File: src/inc/mbam_pkg.sv
// package: constants, types and range tables for the slave address map
package mbam_pkg;

   typedef enum logic [1:0] {
      KIND_COIL = 2'h0,
      KIND_INPUT = 2'h1,
      KIND_INREG = 2'h2,
      KIND_HOLD = 2'h3
   } mbam_kind_e;

   typedef enum logic [1:0] {
      MODE_TYPED = 2'h0,
      MODE_SHORT = 2'h1,
      MODE_EXTENDED = 2'h2
   } mbam_mode_e;

   typedef enum logic [3:0] {
      RG_INPUT_POINT = 4'h0,
      RG_SPECIAL_RELAY_POINT = 4'h1,
      RG_OUTPUT_POINT = 4'h2,
      RG_INTERNAL_RELAY_POINT = 4'h3,
      RG_STAGE_BIT = 4'h4,
      RG_TIMER_BIT = 4'h5,
      RG_COUNTER_CONTACT_BIT = 4'h6,
      RG_TIMER_VALUE = 4'h7,
      RG_COUNTER_VALUE = 4'h8,
      RG_USER_LOW = 4'h9,
      RG_NONVOL = 4'hA,
      RG_USER_HIGH = 4'hB
   } mbam_space_e;

   localparam int N_SPACE = 12;

   // function codes
   localparam logic [7:0] FC_READ_COILS = 8'h01;
   localparam logic [7:0] FC_READ_INPUTS = 8'h02;
   localparam logic [7:0] FC_READ_HOLDING = 8'h03;
   localparam logic [7:0] FC_READ_INREGS = 8'h04;
   localparam logic [7:0] FC_WRITE_COIL = 8'h05;
   localparam logic [7:0] FC_WRITE_REG = 8'h06;
   localparam logic [7:0] FC_WRITE_COILS = 8'h0F;
   localparam logic [7:0] FC_WRITE_REGS = 8'h10;

   // exception codes
   localparam logic [7:0] EXC_NONE = 8'h00;
   localparam logic [7:0] EXC_ILLEGAL_FUNCTION = 8'h01;
   localparam logic [7:0] EXC_ILLEGAL_ADDRESS = 8'h02;
   localparam logic [7:0] EXC_ILLEGAL_VALUE = 8'h03;

   // range table, one entry per space in enum order
   localparam logic [16:0] RANGE_LO [N_SPACE] = '{
      17'h0_0800, 17'h0_0C00, 17'h0_0800, 17'h0_0C00, 17'h0_1400, 17'h0_1800,
      17'h0_1900, 17'h0_0000, 17'h0_0200, 17'h0_0280, 17'h0_0F00, 17'h0_1000};
   localparam logic [16:0] RANGE_HI [N_SPACE] = '{
      17'h0_09FF, 17'h0_0DFF, 17'h0_09FF, 17'h0_0FFF, 17'h0_17FF, 17'h0_18FF,
      17'h0_197F, 17'h0_00FF, 17'h0_027F, 17'h0_0EFF, 17'h0_0F7F, 17'h0_1FFF};
   localparam mbam_kind_e RANGE_KIND [N_SPACE] = '{
      KIND_INPUT, KIND_INPUT, KIND_COIL, KIND_COIL, KIND_COIL, KIND_COIL,
      KIND_COIL, KIND_INREG, KIND_INREG, KIND_HOLD, KIND_HOLD, KIND_HOLD};
   // discrete spaces index from their range start, word spaces do not
   localparam logic [N_SPACE-1:0] RANGE_DISCRETE = 12'h07F;

   // address-only offsets and window limits, indexed by kind
   localparam logic [16:0] OFS_SHORT [4] = '{17'h0_0001, 17'h0_03E9, 17'h0_0BB9, 17'h0_0FA1};
   localparam logic [16:0] LIM_SHORT [4] = '{17'h0_03E8, 17'h0_0BB8, 17'h0_0FA0, 17'h1_FFFF};
   localparam logic [16:0] OFS_EXT [4] = '{17'h0_0001, 17'h1_86A1, 17'h0_7531, 17'h0_9C41};
   localparam logic [16:0] LIM_EXT [4] = '{17'h0_2710, 17'h1_FFFF, 17'h0_9C40, 17'h1_869F};

   typedef struct packed {
      logic [7:0] func;
      mbam_mode_e mode;
      logic [16:0] addr;
      logic [10:0] count;
   } mbam_req_s;

   typedef struct packed {
      mbam_space_e space;
      logic [12:0] index;
      logic write;
      logic last;
   } mbam_acc_s;

   typedef struct packed {
      logic hit;
      mbam_space_e space;
      logic [12:0] index;
   } mbam_hit_s;

endpackage

File: src/mbam_top.sv
// slave address map: turns function code plus address into memory accesses
// Summary of operation
// code 16 writes each supplied word to consecutive word locations
// inputs at 2048-2559 and special relays at 3072-3583, input type
// coils decode by range: outputs, relays, stages, timer and counter bits
// timer current values 0-255 readable as input registers
// counter current values 512-639 readable as input registers
// user words as holding registers 640-3839 and 4096-8191
// non-volatile words as holding registers 3840-3967
// discrete types subtract range start, word types index directly
// short convention offsets 1001, 1, 3001, 4001 removed before decode
// extended convention offsets 100001, 1, 30001, 40001 removed before decode
// host should prefer the extended convention
// host gives either type plus address or an offset-coded address
// supports codes 01, 02, 03, 04, 05, 06, 15, 16
// host uses RTU framing and supplies function and address
// out-of-range requests answer illegal address and touch nothing
`timescale 1ns/1ps
module mbam_top (
   input wire logic MCLK,
   input wire logic RSTN,
   input wire logic REQ_VALID,
   output logic REQ_READY,
   input mbam_pkg::mbam_req_s REQ,
   output logic ACC_VALID,
   output mbam_pkg::mbam_acc_s ACC,
   output logic EXC_VALID,
   output logic [7:0] EXC_CODE
);

   typedef enum logic [1:0] {
      ST_IDLE = 2'b01,
      ST_RUN = 2'b10
   } mbam_state_e;

   function automatic mbam_pkg::mbam_hit_s find_space(mbam_pkg::mbam_kind_e kind,
                                                     logic [16:0] a);
      mbam_pkg::mbam_hit_s h;
      logic [16:0] rel;
      h = '{hit: 1'b0, space: mbam_pkg::RG_INPUT_POINT, index: 13'h0000};
      rel = 17'h0_0000;
      for (int i = 0; i < mbam_pkg::N_SPACE; i++) begin
         if (mbam_pkg::RANGE_KIND[i] == kind && a >= mbam_pkg::RANGE_LO[i] &&
             a <= mbam_pkg::RANGE_HI[i]) begin
            h.hit = 1'b1;
            h.space = mbam_pkg::mbam_space_e'(4'(i));
            rel = mbam_pkg::RANGE_DISCRETE[i] ? a - mbam_pkg::RANGE_LO[i] : a;
            h.index = rel[12:0];
         end
      end
      return h;
   endfunction

   ////////////////////////////////////////////////////////////////////////////
   // request decode

   mbam_pkg::mbam_kind_e kind;
   logic fc_ok;
   logic is_write;
   logic [10:0] n;
   logic win_ok;
   logic [16:0] a;
   logic [16:0] a_end;
   mbam_pkg::mbam_hit_s first;
   mbam_pkg::mbam_hit_s final_hit;
   logic [7:0] err;

   always_comb begin
      kind = mbam_pkg::KIND_COIL;
      fc_ok = 1'b1;
      is_write = 1'b0;
      n = REQ.count;
      unique case (REQ.func)
         mbam_pkg::FC_READ_COILS: kind = mbam_pkg::KIND_COIL;
         mbam_pkg::FC_READ_INPUTS: kind = mbam_pkg::KIND_INPUT;
         mbam_pkg::FC_READ_HOLDING: kind = mbam_pkg::KIND_HOLD;
         mbam_pkg::FC_READ_INREGS: kind = mbam_pkg::KIND_INREG;
         mbam_pkg::FC_WRITE_COIL: begin
            is_write = 1'b1;
            n = 11'h001;
         end
         mbam_pkg::FC_WRITE_REG: begin
            kind = mbam_pkg::KIND_HOLD;
            is_write = 1'b1;
            n = 11'h001;
         end
         mbam_pkg::FC_WRITE_COILS: is_write = 1'b1;
         mbam_pkg::FC_WRITE_REGS: begin
            kind = mbam_pkg::KIND_HOLD;
            is_write = 1'b1;
         end
         default: fc_ok = 1'b0;
      endcase
      // strip the convention offset; the window check confirms the address suits the function's type
      unique case (REQ.mode)
         mbam_pkg::MODE_SHORT: begin
            win_ok = REQ.addr >= mbam_pkg::OFS_SHORT[kind] &&
                     REQ.addr <= mbam_pkg::LIM_SHORT[kind];
            a = REQ.addr - mbam_pkg::OFS_SHORT[kind];
         end
         mbam_pkg::MODE_EXTENDED: begin
            win_ok = REQ.addr >= mbam_pkg::OFS_EXT[kind] &&
                     REQ.addr <= mbam_pkg::LIM_EXT[kind];
            a = REQ.addr - mbam_pkg::OFS_EXT[kind];
         end
         default: begin
            win_ok = (REQ.mode == mbam_pkg::MODE_TYPED);
            a = REQ.addr;
         end
      endcase
      a_end = a + {6'h00, n} - 17'h0_0001;
      first = find_space(kind, a);
      final_hit = find_space(kind, a_end);
      // a span that leaves its region is refused whole
      if (!fc_ok) begin
         err = mbam_pkg::EXC_ILLEGAL_FUNCTION;
      end else if (n == 11'h000) begin
         err = mbam_pkg::EXC_ILLEGAL_VALUE;
      end else if (!win_ok || !first.hit || !final_hit.hit ||
                   first.space != final_hit.space) begin
         err = mbam_pkg::EXC_ILLEGAL_ADDRESS;
      end else begin
         err = mbam_pkg::EXC_NONE;
      end
   end

   ////////////////////////////////////////////////////////////////////////////
   // access sequencer

   mbam_state_e state;
   mbam_state_e next_state;
   logic [10:0] remaining;
   logic [10:0] next_remaining;
   mbam_pkg::mbam_acc_s next_acc;
   logic next_exc_valid;
   logic [7:0] next_exc_code;
   logic take;

   assign REQ_READY = (state == ST_IDLE);
   assign ACC_VALID = (state == ST_RUN);
   assign take = REQ_VALID && REQ_READY;

   always_comb begin
      next_state = state;
      next_remaining = remaining;
      next_acc = ACC;
      next_exc_valid = 1'b0;
      next_exc_code = EXC_CODE;
      unique case (state)
         ST_IDLE: begin
            if (take && err != mbam_pkg::EXC_NONE) begin
               next_exc_valid = 1'b1;
               next_exc_code = err;
            end else if (take) begin
               next_state = ST_RUN;
               next_remaining = n;
               next_acc.space = first.space;
               next_acc.index = first.index;
               next_acc.write = is_write;
               next_acc.last = (n == 11'h001);
            end
         end
         ST_RUN: begin
            if (ACC.last) begin
               next_state = ST_IDLE;
               next_acc.write = 1'b0;
            end else begin
               next_remaining = remaining - 11'h001;
               next_acc.index = ACC.index + 13'h0001;
               next_acc.last = (remaining == 11'h002);
            end
         end
      endcase
   end

   always_ff @(posedge MCLK or negedge RSTN) begin
      if (!RSTN) begin
         state <= ST_IDLE;
         remaining <= 11'h000;
         ACC <= '{space: mbam_pkg::RG_INPUT_POINT, index: 13'h0000, write: 1'b0, last: 1'b0};
         EXC_VALID <= 1'b0;
         EXC_CODE <= mbam_pkg::EXC_NONE;
      end else begin
         state <= next_state;
         remaining <= next_remaining;
         ACC <= next_acc;
         EXC_VALID <= next_exc_valid;
         EXC_CODE <= next_exc_code;
      end
   end

   ////////////////////////////////////////////////////////////////////////////
   // checks

   property p_multi_write;
      @(posedge MCLK) disable iff (!RSTN)
      take && REQ.func == mbam_pkg::FC_WRITE_REGS && err == mbam_pkg::EXC_NONE
         |=> ACC_VALID && ACC.write && ACC.index == $past(first.index);
   endproperty
   a_multi_write: assert property (p_multi_write) else $error("word write did not start");

   property p_consecutive;
      @(posedge MCLK) disable iff (!RSTN)
      ACC_VALID && !ACC.last |=> ACC_VALID && ACC.index == $past(ACC.index) + 13'h0001;
   endproperty
   a_consecutive: assert property (p_consecutive) else $error("index not consecutive");

   property p_special_relay;
      @(posedge MCLK) disable iff (!RSTN)
      take && REQ.func == mbam_pkg::FC_READ_INPUTS && REQ.mode == mbam_pkg::MODE_TYPED &&
         REQ.addr == 17'h0_0C00 && REQ.count == 11'h001
         |=> ACC.space == mbam_pkg::RG_SPECIAL_RELAY_POINT && ACC.index == 13'h0000;
   endproperty
   a_special_relay: assert property (p_special_relay) else $error("relay map wrong");

   property p_counter_contact;
      @(posedge MCLK) disable iff (!RSTN)
      take && REQ.func == mbam_pkg::FC_READ_COILS && REQ.mode == mbam_pkg::MODE_TYPED &&
         REQ.addr == 17'h0_1900 && REQ.count == 11'h001
         |=> ACC.space == mbam_pkg::RG_COUNTER_CONTACT_BIT && ACC.index == 13'h0000;
   endproperty
   a_counter_contact: assert property (p_counter_contact) else $error("contact map wrong");

   property p_timer_value;
      @(posedge MCLK) disable iff (!RSTN)
      take && REQ.func == mbam_pkg::FC_READ_INREGS && REQ.mode == mbam_pkg::MODE_TYPED &&
         REQ.addr == 17'h0_0008 && REQ.count == 11'h001
         |=> ACC.space == mbam_pkg::RG_TIMER_VALUE && ACC.index == 13'h0008;
   endproperty
   a_timer_value: assert property (p_timer_value) else $error("timer value map wrong");

   property p_user_high;
      @(posedge MCLK) disable iff (!RSTN)
      take && REQ.func == mbam_pkg::FC_READ_HOLDING && REQ.mode == mbam_pkg::MODE_TYPED &&
         REQ.addr == 17'h0_1000 && REQ.count == 11'h001
         |=> ACC.space == mbam_pkg::RG_USER_HIGH && ACC.index == 13'h1000;
   endproperty
   a_user_high: assert property (p_user_high) else $error("upper user map wrong");

   property p_short_hold;
      @(posedge MCLK) disable iff (!RSTN)
      take && REQ.func == mbam_pkg::FC_READ_HOLDING && REQ.mode == mbam_pkg::MODE_SHORT &&
         REQ.addr == 17'h0_13E1 && REQ.count == 11'h001
         |=> ACC.space == mbam_pkg::RG_USER_LOW && ACC.index == 13'h0440;
   endproperty
   a_short_hold: assert property (p_short_hold) else $error("short offset wrong");

   property p_ext_input;
      @(posedge MCLK) disable iff (!RSTN)
      take && REQ.func == mbam_pkg::FC_READ_INPUTS && REQ.mode == mbam_pkg::MODE_EXTENDED &&
         REQ.addr == 17'h1_8EA1 && REQ.count == 11'h001
         |=> ACC.space == mbam_pkg::RG_INPUT_POINT && ACC.index == 13'h0000;
   endproperty
   a_ext_input: assert property (p_ext_input) else $error("extended offset wrong");

   property p_reject;
      @(posedge MCLK) disable iff (!RSTN)
      take && err != mbam_pkg::EXC_NONE
         |=> EXC_VALID && EXC_CODE == $past(err) && !ACC_VALID
         ##1 EXC_VALID == $past(take && err != mbam_pkg::EXC_NONE);
   endproperty
   a_reject: assert property (p_reject) else $error("bad request not refused");

   property p_bad_function;
      @(posedge MCLK) disable iff (!RSTN)
      take && REQ.func == 8'h07 |=> EXC_CODE == mbam_pkg::EXC_ILLEGAL_FUNCTION;
   endproperty
   a_bad_function: assert property (p_bad_function) else $error("unknown code accepted");

endmodule

File: config.mk
export PLATFORM = sky130hd
export DESIGN_NAME = mbam_top
export DESIGN_NICKNAME = d
export VERILOG_FILES = /design/src/inc/mbam_pkg.sv /design/src/mbam_top.sv
export SDC_FILE = /design/constraint.sdc
export NUM_CORES = 1
export LEC_CHECK = 0
export ABC_AREA = 1
export CAP_MARGIN = 20
export CORE_AREA = 5 5 145 147
export CTS_BUF_LIST = sky130_fd_sc_hd__clkbuf_8
export CTS_CLUSTER_DIAMETER = 40
export CTS_CLUSTER_SIZE = 12
export DETAILED_ROUTE_END_ITERATION = 7
export DIE_AREA = 0 0 150 152
export DONT_BUFFER_PORTS = 1
export GPL_TIMING_DRIVEN = 0
export SYNTH_ARGS = -nofsm -noshare
export SYNTH_HDL_FRONTEND = slang
export SYNTH_SLANG_ARGS = --single-unit
File: constraint.sdc
create_clock -name MCLK -period 2.6 [get_ports MCLK]
set_input_delay 0.78 -clock MCLK [delete_from_list [all_inputs] [get_ports MCLK]]
set_output_delay 0.78 -clock MCLK [all_outputs]
set_load 0.01 [all_outputs]
# Yosys cells after proc, flatten, opt, wreduce, memory -nomap -nowiden
# Index checks and enable logic that the tools add are counted.
# Widths: inputs -> output; s select.
# word_totals
reg_bits	41
inputBits	41
output_inout_bits	30
elab_cells	227
# classes
addsub	16
order_cmp	47
eq_ne	22
muxes	61
n_bitwise	2
n_reduce_logical	71
# op_table
cell	n
$mux 18	24
$le 17x12->1 const B	10
$bmux 17 s2	4
$ge 17x13->1 const B	8
$le 17x13->1 const B	8
$mux 17	8
$ge 17x12->1 const B	6
$sub 13x13->13 const B	6
$ge 17x10->1 const B	4
$logic_and 1x1->1	52
$sub 13x12->13 const B	4
$mux 11	4
$ge 17x1->1 const B	2
$ge 17x17->1	2
$le 17x10->1 const B	2
$le 17x17->1	2
$le 17x8->1 const B	2
$pmux 17 s2	1
$sub 17x17->17	2
$mux 15	2
$pmux 15 s2	1
$eq 8x3->1 const B	3
$pmux 11 s2	1
$add 17x11->17	1
36 further kinds	60

# Longest topological paths before layout
# logic_depth
ltp_word	36
depth_mapped	56
ltp_nobuf	54

# Worst setup path after synthesis
# No wires, ideal clock.
# synth_path
path_kind	input to register
from	input port REQ[37] (netlist name)
to	register ACC[4] (netlist name)
setup_time_ns	0.117
arrival_ns	7.225
required_time_ns	2.483
path_slack_ns	-4.742
path_stages	53
path_buffers	2
path_cell_list	nor2_1 nand2_1 inv_1 nand3_1 o311ai_0 nor2_1 inv_1 ha_1 inv_1 ha_1 buf_2 nand2_1 nand2_1 inv_1 o21ai_0 a21oi_1 nand2_1 nand2_1 [... 17 more ...] nor2_2 nand3_1 nand2_1 inv_1 nor2_1 nor2_1 nand2_1 o21bai_1 nand3_1 nand2_1 nand3_1 nor2_1 nand4_1 nand2_2 nand3_4 buf_6 nand2_1 nand2_1
# synth_between
elab_chain_cells	36
# synth_rtl
element	line	text
start, declared	mbam_top.sv:24	input mbam_pkg::mbam_req_s REQ,
$eq 8x3->1, or another cell as far along	mbam_top.sv:73	unique case (REQ.func)
$reduce_or 3->1 (no line)	-	
$pmux 2 s3	mbam_top.sv:73	
$not 2->3 (not written as such)	-	
$bmux 17 s2 (on tied branches)	-	
$mux 17 (on tied branches) (2 in series)	-	
$sub 17x17->17 (on tied branches)	mbam_top.sv:104, mbam_top.sv:99	
$pmux 17 s2	mbam_top.sv:95	unique case (REQ.mode)
[... 18 more ...]	-	
$logic_or 1x1->1 (2 in series)	mbam_top.sv:119	end else if (!win_ok || !first.hit || !final_hit.hit ||
$mux 2	mbam_top.sv:119	
$mux 2	mbam_top.sv:117	end else if (n == 11'h000) begin
$mux 2	mbam_top.sv:115	if (!fc_ok) begin
$reduce_bool 8->1	mbam_top.sv:151	if (take && err != mbam_pkg::EXC_NONE) begin
$logic_and 1x1->1	mbam_top.sv:151	
$ne 2x2->1 (no line)	-	
$reduce_and 3->1 (no line)	-	
end signal, assigned	mbam_top.sv:180	ACC <= '{space: mbam_pkg::RG_INPUT_POINT, index: 13'h0000, write: 1'b0, last: 1'b0};
end signal, assigned	mbam_top.sv:186	ACC <= next_acc;
end, declared	mbam_top.sv:26	output mbam_pkg::mbam_acc_s ACC,
# Parallel ways exist; a longest one is shown, timed or not. The select of a mux whose other input is x is not followed.
# A chain may end at the register's enable or synchronous reset.

# Worst setup path after layout
# layout_path
from	input port REQ[35] (netlist name)
to	register ACC[12] (netlist name)
# Same word-level chain as after synthesis.

==> results.json <==
{
  "tightest_slew_ns": 0.8447,
  "grt_overflow_total": 0,
  "maxCapViolations": 0,
  "netlist_area_um2": 7876,
  "wl_per_cell_um": 16.82,
  "mostFrequentLayoutCells": "nand2_1 (347), inv_1 (176), nand3_1 (129)",
  "syn_inst": 1358,
  "dieArea_um2": 22800,
  "htree_num_levels": 2,
  "worstPathMaxFanout": 6,
  "rsz0062_at_grt": "yes",
  "hold_viol": 0,
  "diodes": 0,
  "grt_pass1_wl_um": 45600,
  "globalRouteTotalUtil_pct": 24.41,
  "drt_first_pass_iters": 6,
  "regArea_um2": 877.1,
  "vdd_ir_drop_max_mv": 0.2471,
  "max_freq_mhz": 146.2,
  "p_switching_mw": 3.073,
  "gp_congestion": 0.9423,
  "syn_area_per_cell_um2": 5.800,
  "path_delay_family": "simple AND/OR/NAND/NOR gates",
  "violations": "setup timing",
  "p_comb_share_pct": 73.2,
  "die_w_um": 150,
  "internal-power_mw": 2.683,
  "powerDensity_nw_per_um2": 575.9,
  "cpMostUsedCell": "nand2_1",
  "finalSetupViolCount": 35,
  "cp.required_ns": 2.78,
  "slew_headroom_pct": 43.69,
  "leakage_nw": 5.042,
  "ys_types": 55,
  "post-route-period-util_pct": 263.0,
  "arrival_ns": 7.02,
  "viasPerCell": 5.463,
  "io_pins": 71,
  "yosysSeqAreaShare_pct": 11.14,
  "synth-seq-cells": 35,
  "yosys-top-cells-area": "nand2_1 (18%), ha_1 (17%), dfrtp_1 (11%)",
  "drive_above_1_share_pct": 20.86,
  "grt_max_degree": 36,
  "cts_buffer_depth": 2,
  "wirelength_um": 29130,
  "worst-setup-path-type": "input port to flip-flop",
  "grt_antenna_before_repair": 0,
  "grt_util_met1_pct": 34.33,
  "max_stage_delay_ns": 0.40,
  "grtUsageMet2_pct": 39.53,
  "multi_input_area_um2": 6888,
  "dpl_cell_area_um2": 8438,
  "synth.top_cell.area_share_pct": 17.87,
  "fin_area_um2": 9995,
  "use_met3_pct": 2.860,
  "ant_nets": 0,
  "cts_tree": "built",
  "seqPwrFrac_pct": 17.7,
  "root_buffer": "clkbuf_8",
  "clk_latency_ns": 0.30,
  "die_h_um": 152,
  "clkSinkCount": 35,
  "grt.busiest_layer": "met2",
  "fin_hold_ws_ns": 0.1616,
  "finalSetupTns_ns": -146.46,
  "cts.clk_slew.worst_paths_ns": 0.08,
  "area_delta_synth_final_pct": 26.89,
  "core-area_um2": 19780,
  "vias": 9462,
  "slew_violations": 0,
  "clock_skew_ns": 0.009896,
  "drt_iter0_drc": 910,
  "hp-class": "input port to asynchronous set/reset pin",
  "sw_frac_of_total_pct": 53.38,
  "fp-row-count": 52,
  "layout_commonest_cell": "nand2_1",
  "worst-path-buf-inv": 11,
  "slowest_stage": "o31ai_1",
  "nets": 1607,
  "cts_hold_buf": 0,
  "port_buffers": 0,
  "status": "finished with violations",
  "cts_buffers": 5,
  "crit_path_start_kind": "input port",
  "min_period_ns": 6.839,
  "yosysWarnings": 0,
  "grt_pass1_vias": 8701,
  "end_kind": "flip-flop",
  "dpl_worst_slack_ns": -5.435,
  "fillers": 2077,
  "pwr-share-clk_pct": 9.1,
  "place_hpwl_um": 21810,
  "synth_top_area_cell": "nand2_1",
  "drc": 0,
  "worst_slack_ns": -4.239,
  "start_util_pct": 39.82
}
==> power by group through the flow <==
stage               Combinational (mW)  Sequential [mW]  Clock [mW]
finish                            4.21             1.02       0.525
global placement                  3.39             1.02           0
global route                      4.68             1.05       0.554
floorplan                         2.65            0.952           0
detailed placement                3.42             1.02           0
CTS                               4.01             1.01       0.532
==> metrics by stage <==
stage / power, mW / util, % / std cells
after floorplan: 3.598 / - / 1363
after global placement: 4.404 / 42.66 / 1633
after detailed placement: 4.439 / 42.66 / 1633
after CTS: 5.553 / 48.55 / 1709
after global routing: 6.281 / 50.53 / 1732
final: 5.756 / 50.53 / 1732
==> sequential cells by signal, indices dropped and copies added (netlist names) <==
name       count
remaining     11
state          2
EXC_VALID      1
EXC_CODE       2
ACC           19
==> worst paths after layout <==
check,from,end,slack [ns],cells after the start
max,REQ[35],ACC[12],-4.24,47
min,RSTN,ACC[7],0.16,0
max reg2reg,ACC[3],ACC[14],0.21,13
min reg2reg,remaining[7],remaining[7],0.50,2
max in group asynchronous,RSTN,state[0],2.26,0
min in group MCLK,remaining[7],remaining[7],0.50,2
==> cell usage after synthesis, drive strengths merged <==
| library cell | n |
|---|---|
| nand2 | 392 |
| inv | 203 |
| nand3 | 148 |
| nor2 | 142 |
| ha | 104 |
| a21oi | 66 |
| o21ai | 60 |
| nand4 | 54 |
| dfrtp | 34 |
| nor3 | 28 |
| buf | 19 |
| xor2 | 15 |
| clkbuf | 10 |
| nand3b | 9 |
| a31oi | 8 |
| xnor2 | 8 |
| nor4 | 6 |
| o211ai | 6 |
| o21bai | 6 |
| o31ai | 6 |
| o22ai | 5 |
| or2 | 4 |
| and3 | 3 |
| o221ai | 3 |
| o32ai | 3 |
| a21o | 2 |
| o2111ai | 2 |
| a21boi | 1 |
| a221oi | 1 |
| a22oi | 1 |
| a2bb2oi | 1 |
| a32oi | 1 |
| clkinv | 1 |
| conb | 1 |
| dfstp | 1 |
| fa | 1 |
| o21ba | 1 |
| o311ai | 1 |
| or3 | 1 |
==> what timing repair did <==
item | 4_1_cts | 5_1_grt
hold endpoints to repair | 0 | 0
setup buffers | 67 | 22
gates cloned | 2 | 1
resized for setup | 116 | 58
pin swaps | 50 | 51
setup endpoints to repair | 36 | 36
==> metal layers <==
layer,vias up,wire length [um]
met4,0,711
met5,-,0
met3,61,2079
li1,4692,-
met1,4320,12970
met2,389,13370
==> kinds of logic (layout without fill, tap and decap cells) <==
logic type,count (synthesis),after routing,share of synthesized area [%]
AO/OA/AOI/OAI,174,174,12.69
XOR/XNOR,23,23,2.653
adder cells (fa/ha/maj),105,105,16.78
buffers and inverters,233,332,11.85
flip-flops,35,35,11.14
other,1,6,0.04761
AND/OR/NAND/NOR,787,787,44.85
==> area by class of cell <==
type                       instances  area share [%]
inverter                         204           8.175
clock buffer                       6          0.8262
sequential                        35           8.776
multi-input combinational       1095           68.92
buffer                            28           2.016
timing repair buffer              92           7.561
clock inverter                     2          0.3505
tap                              270           3.380
(Power assumes the default switching activity.)
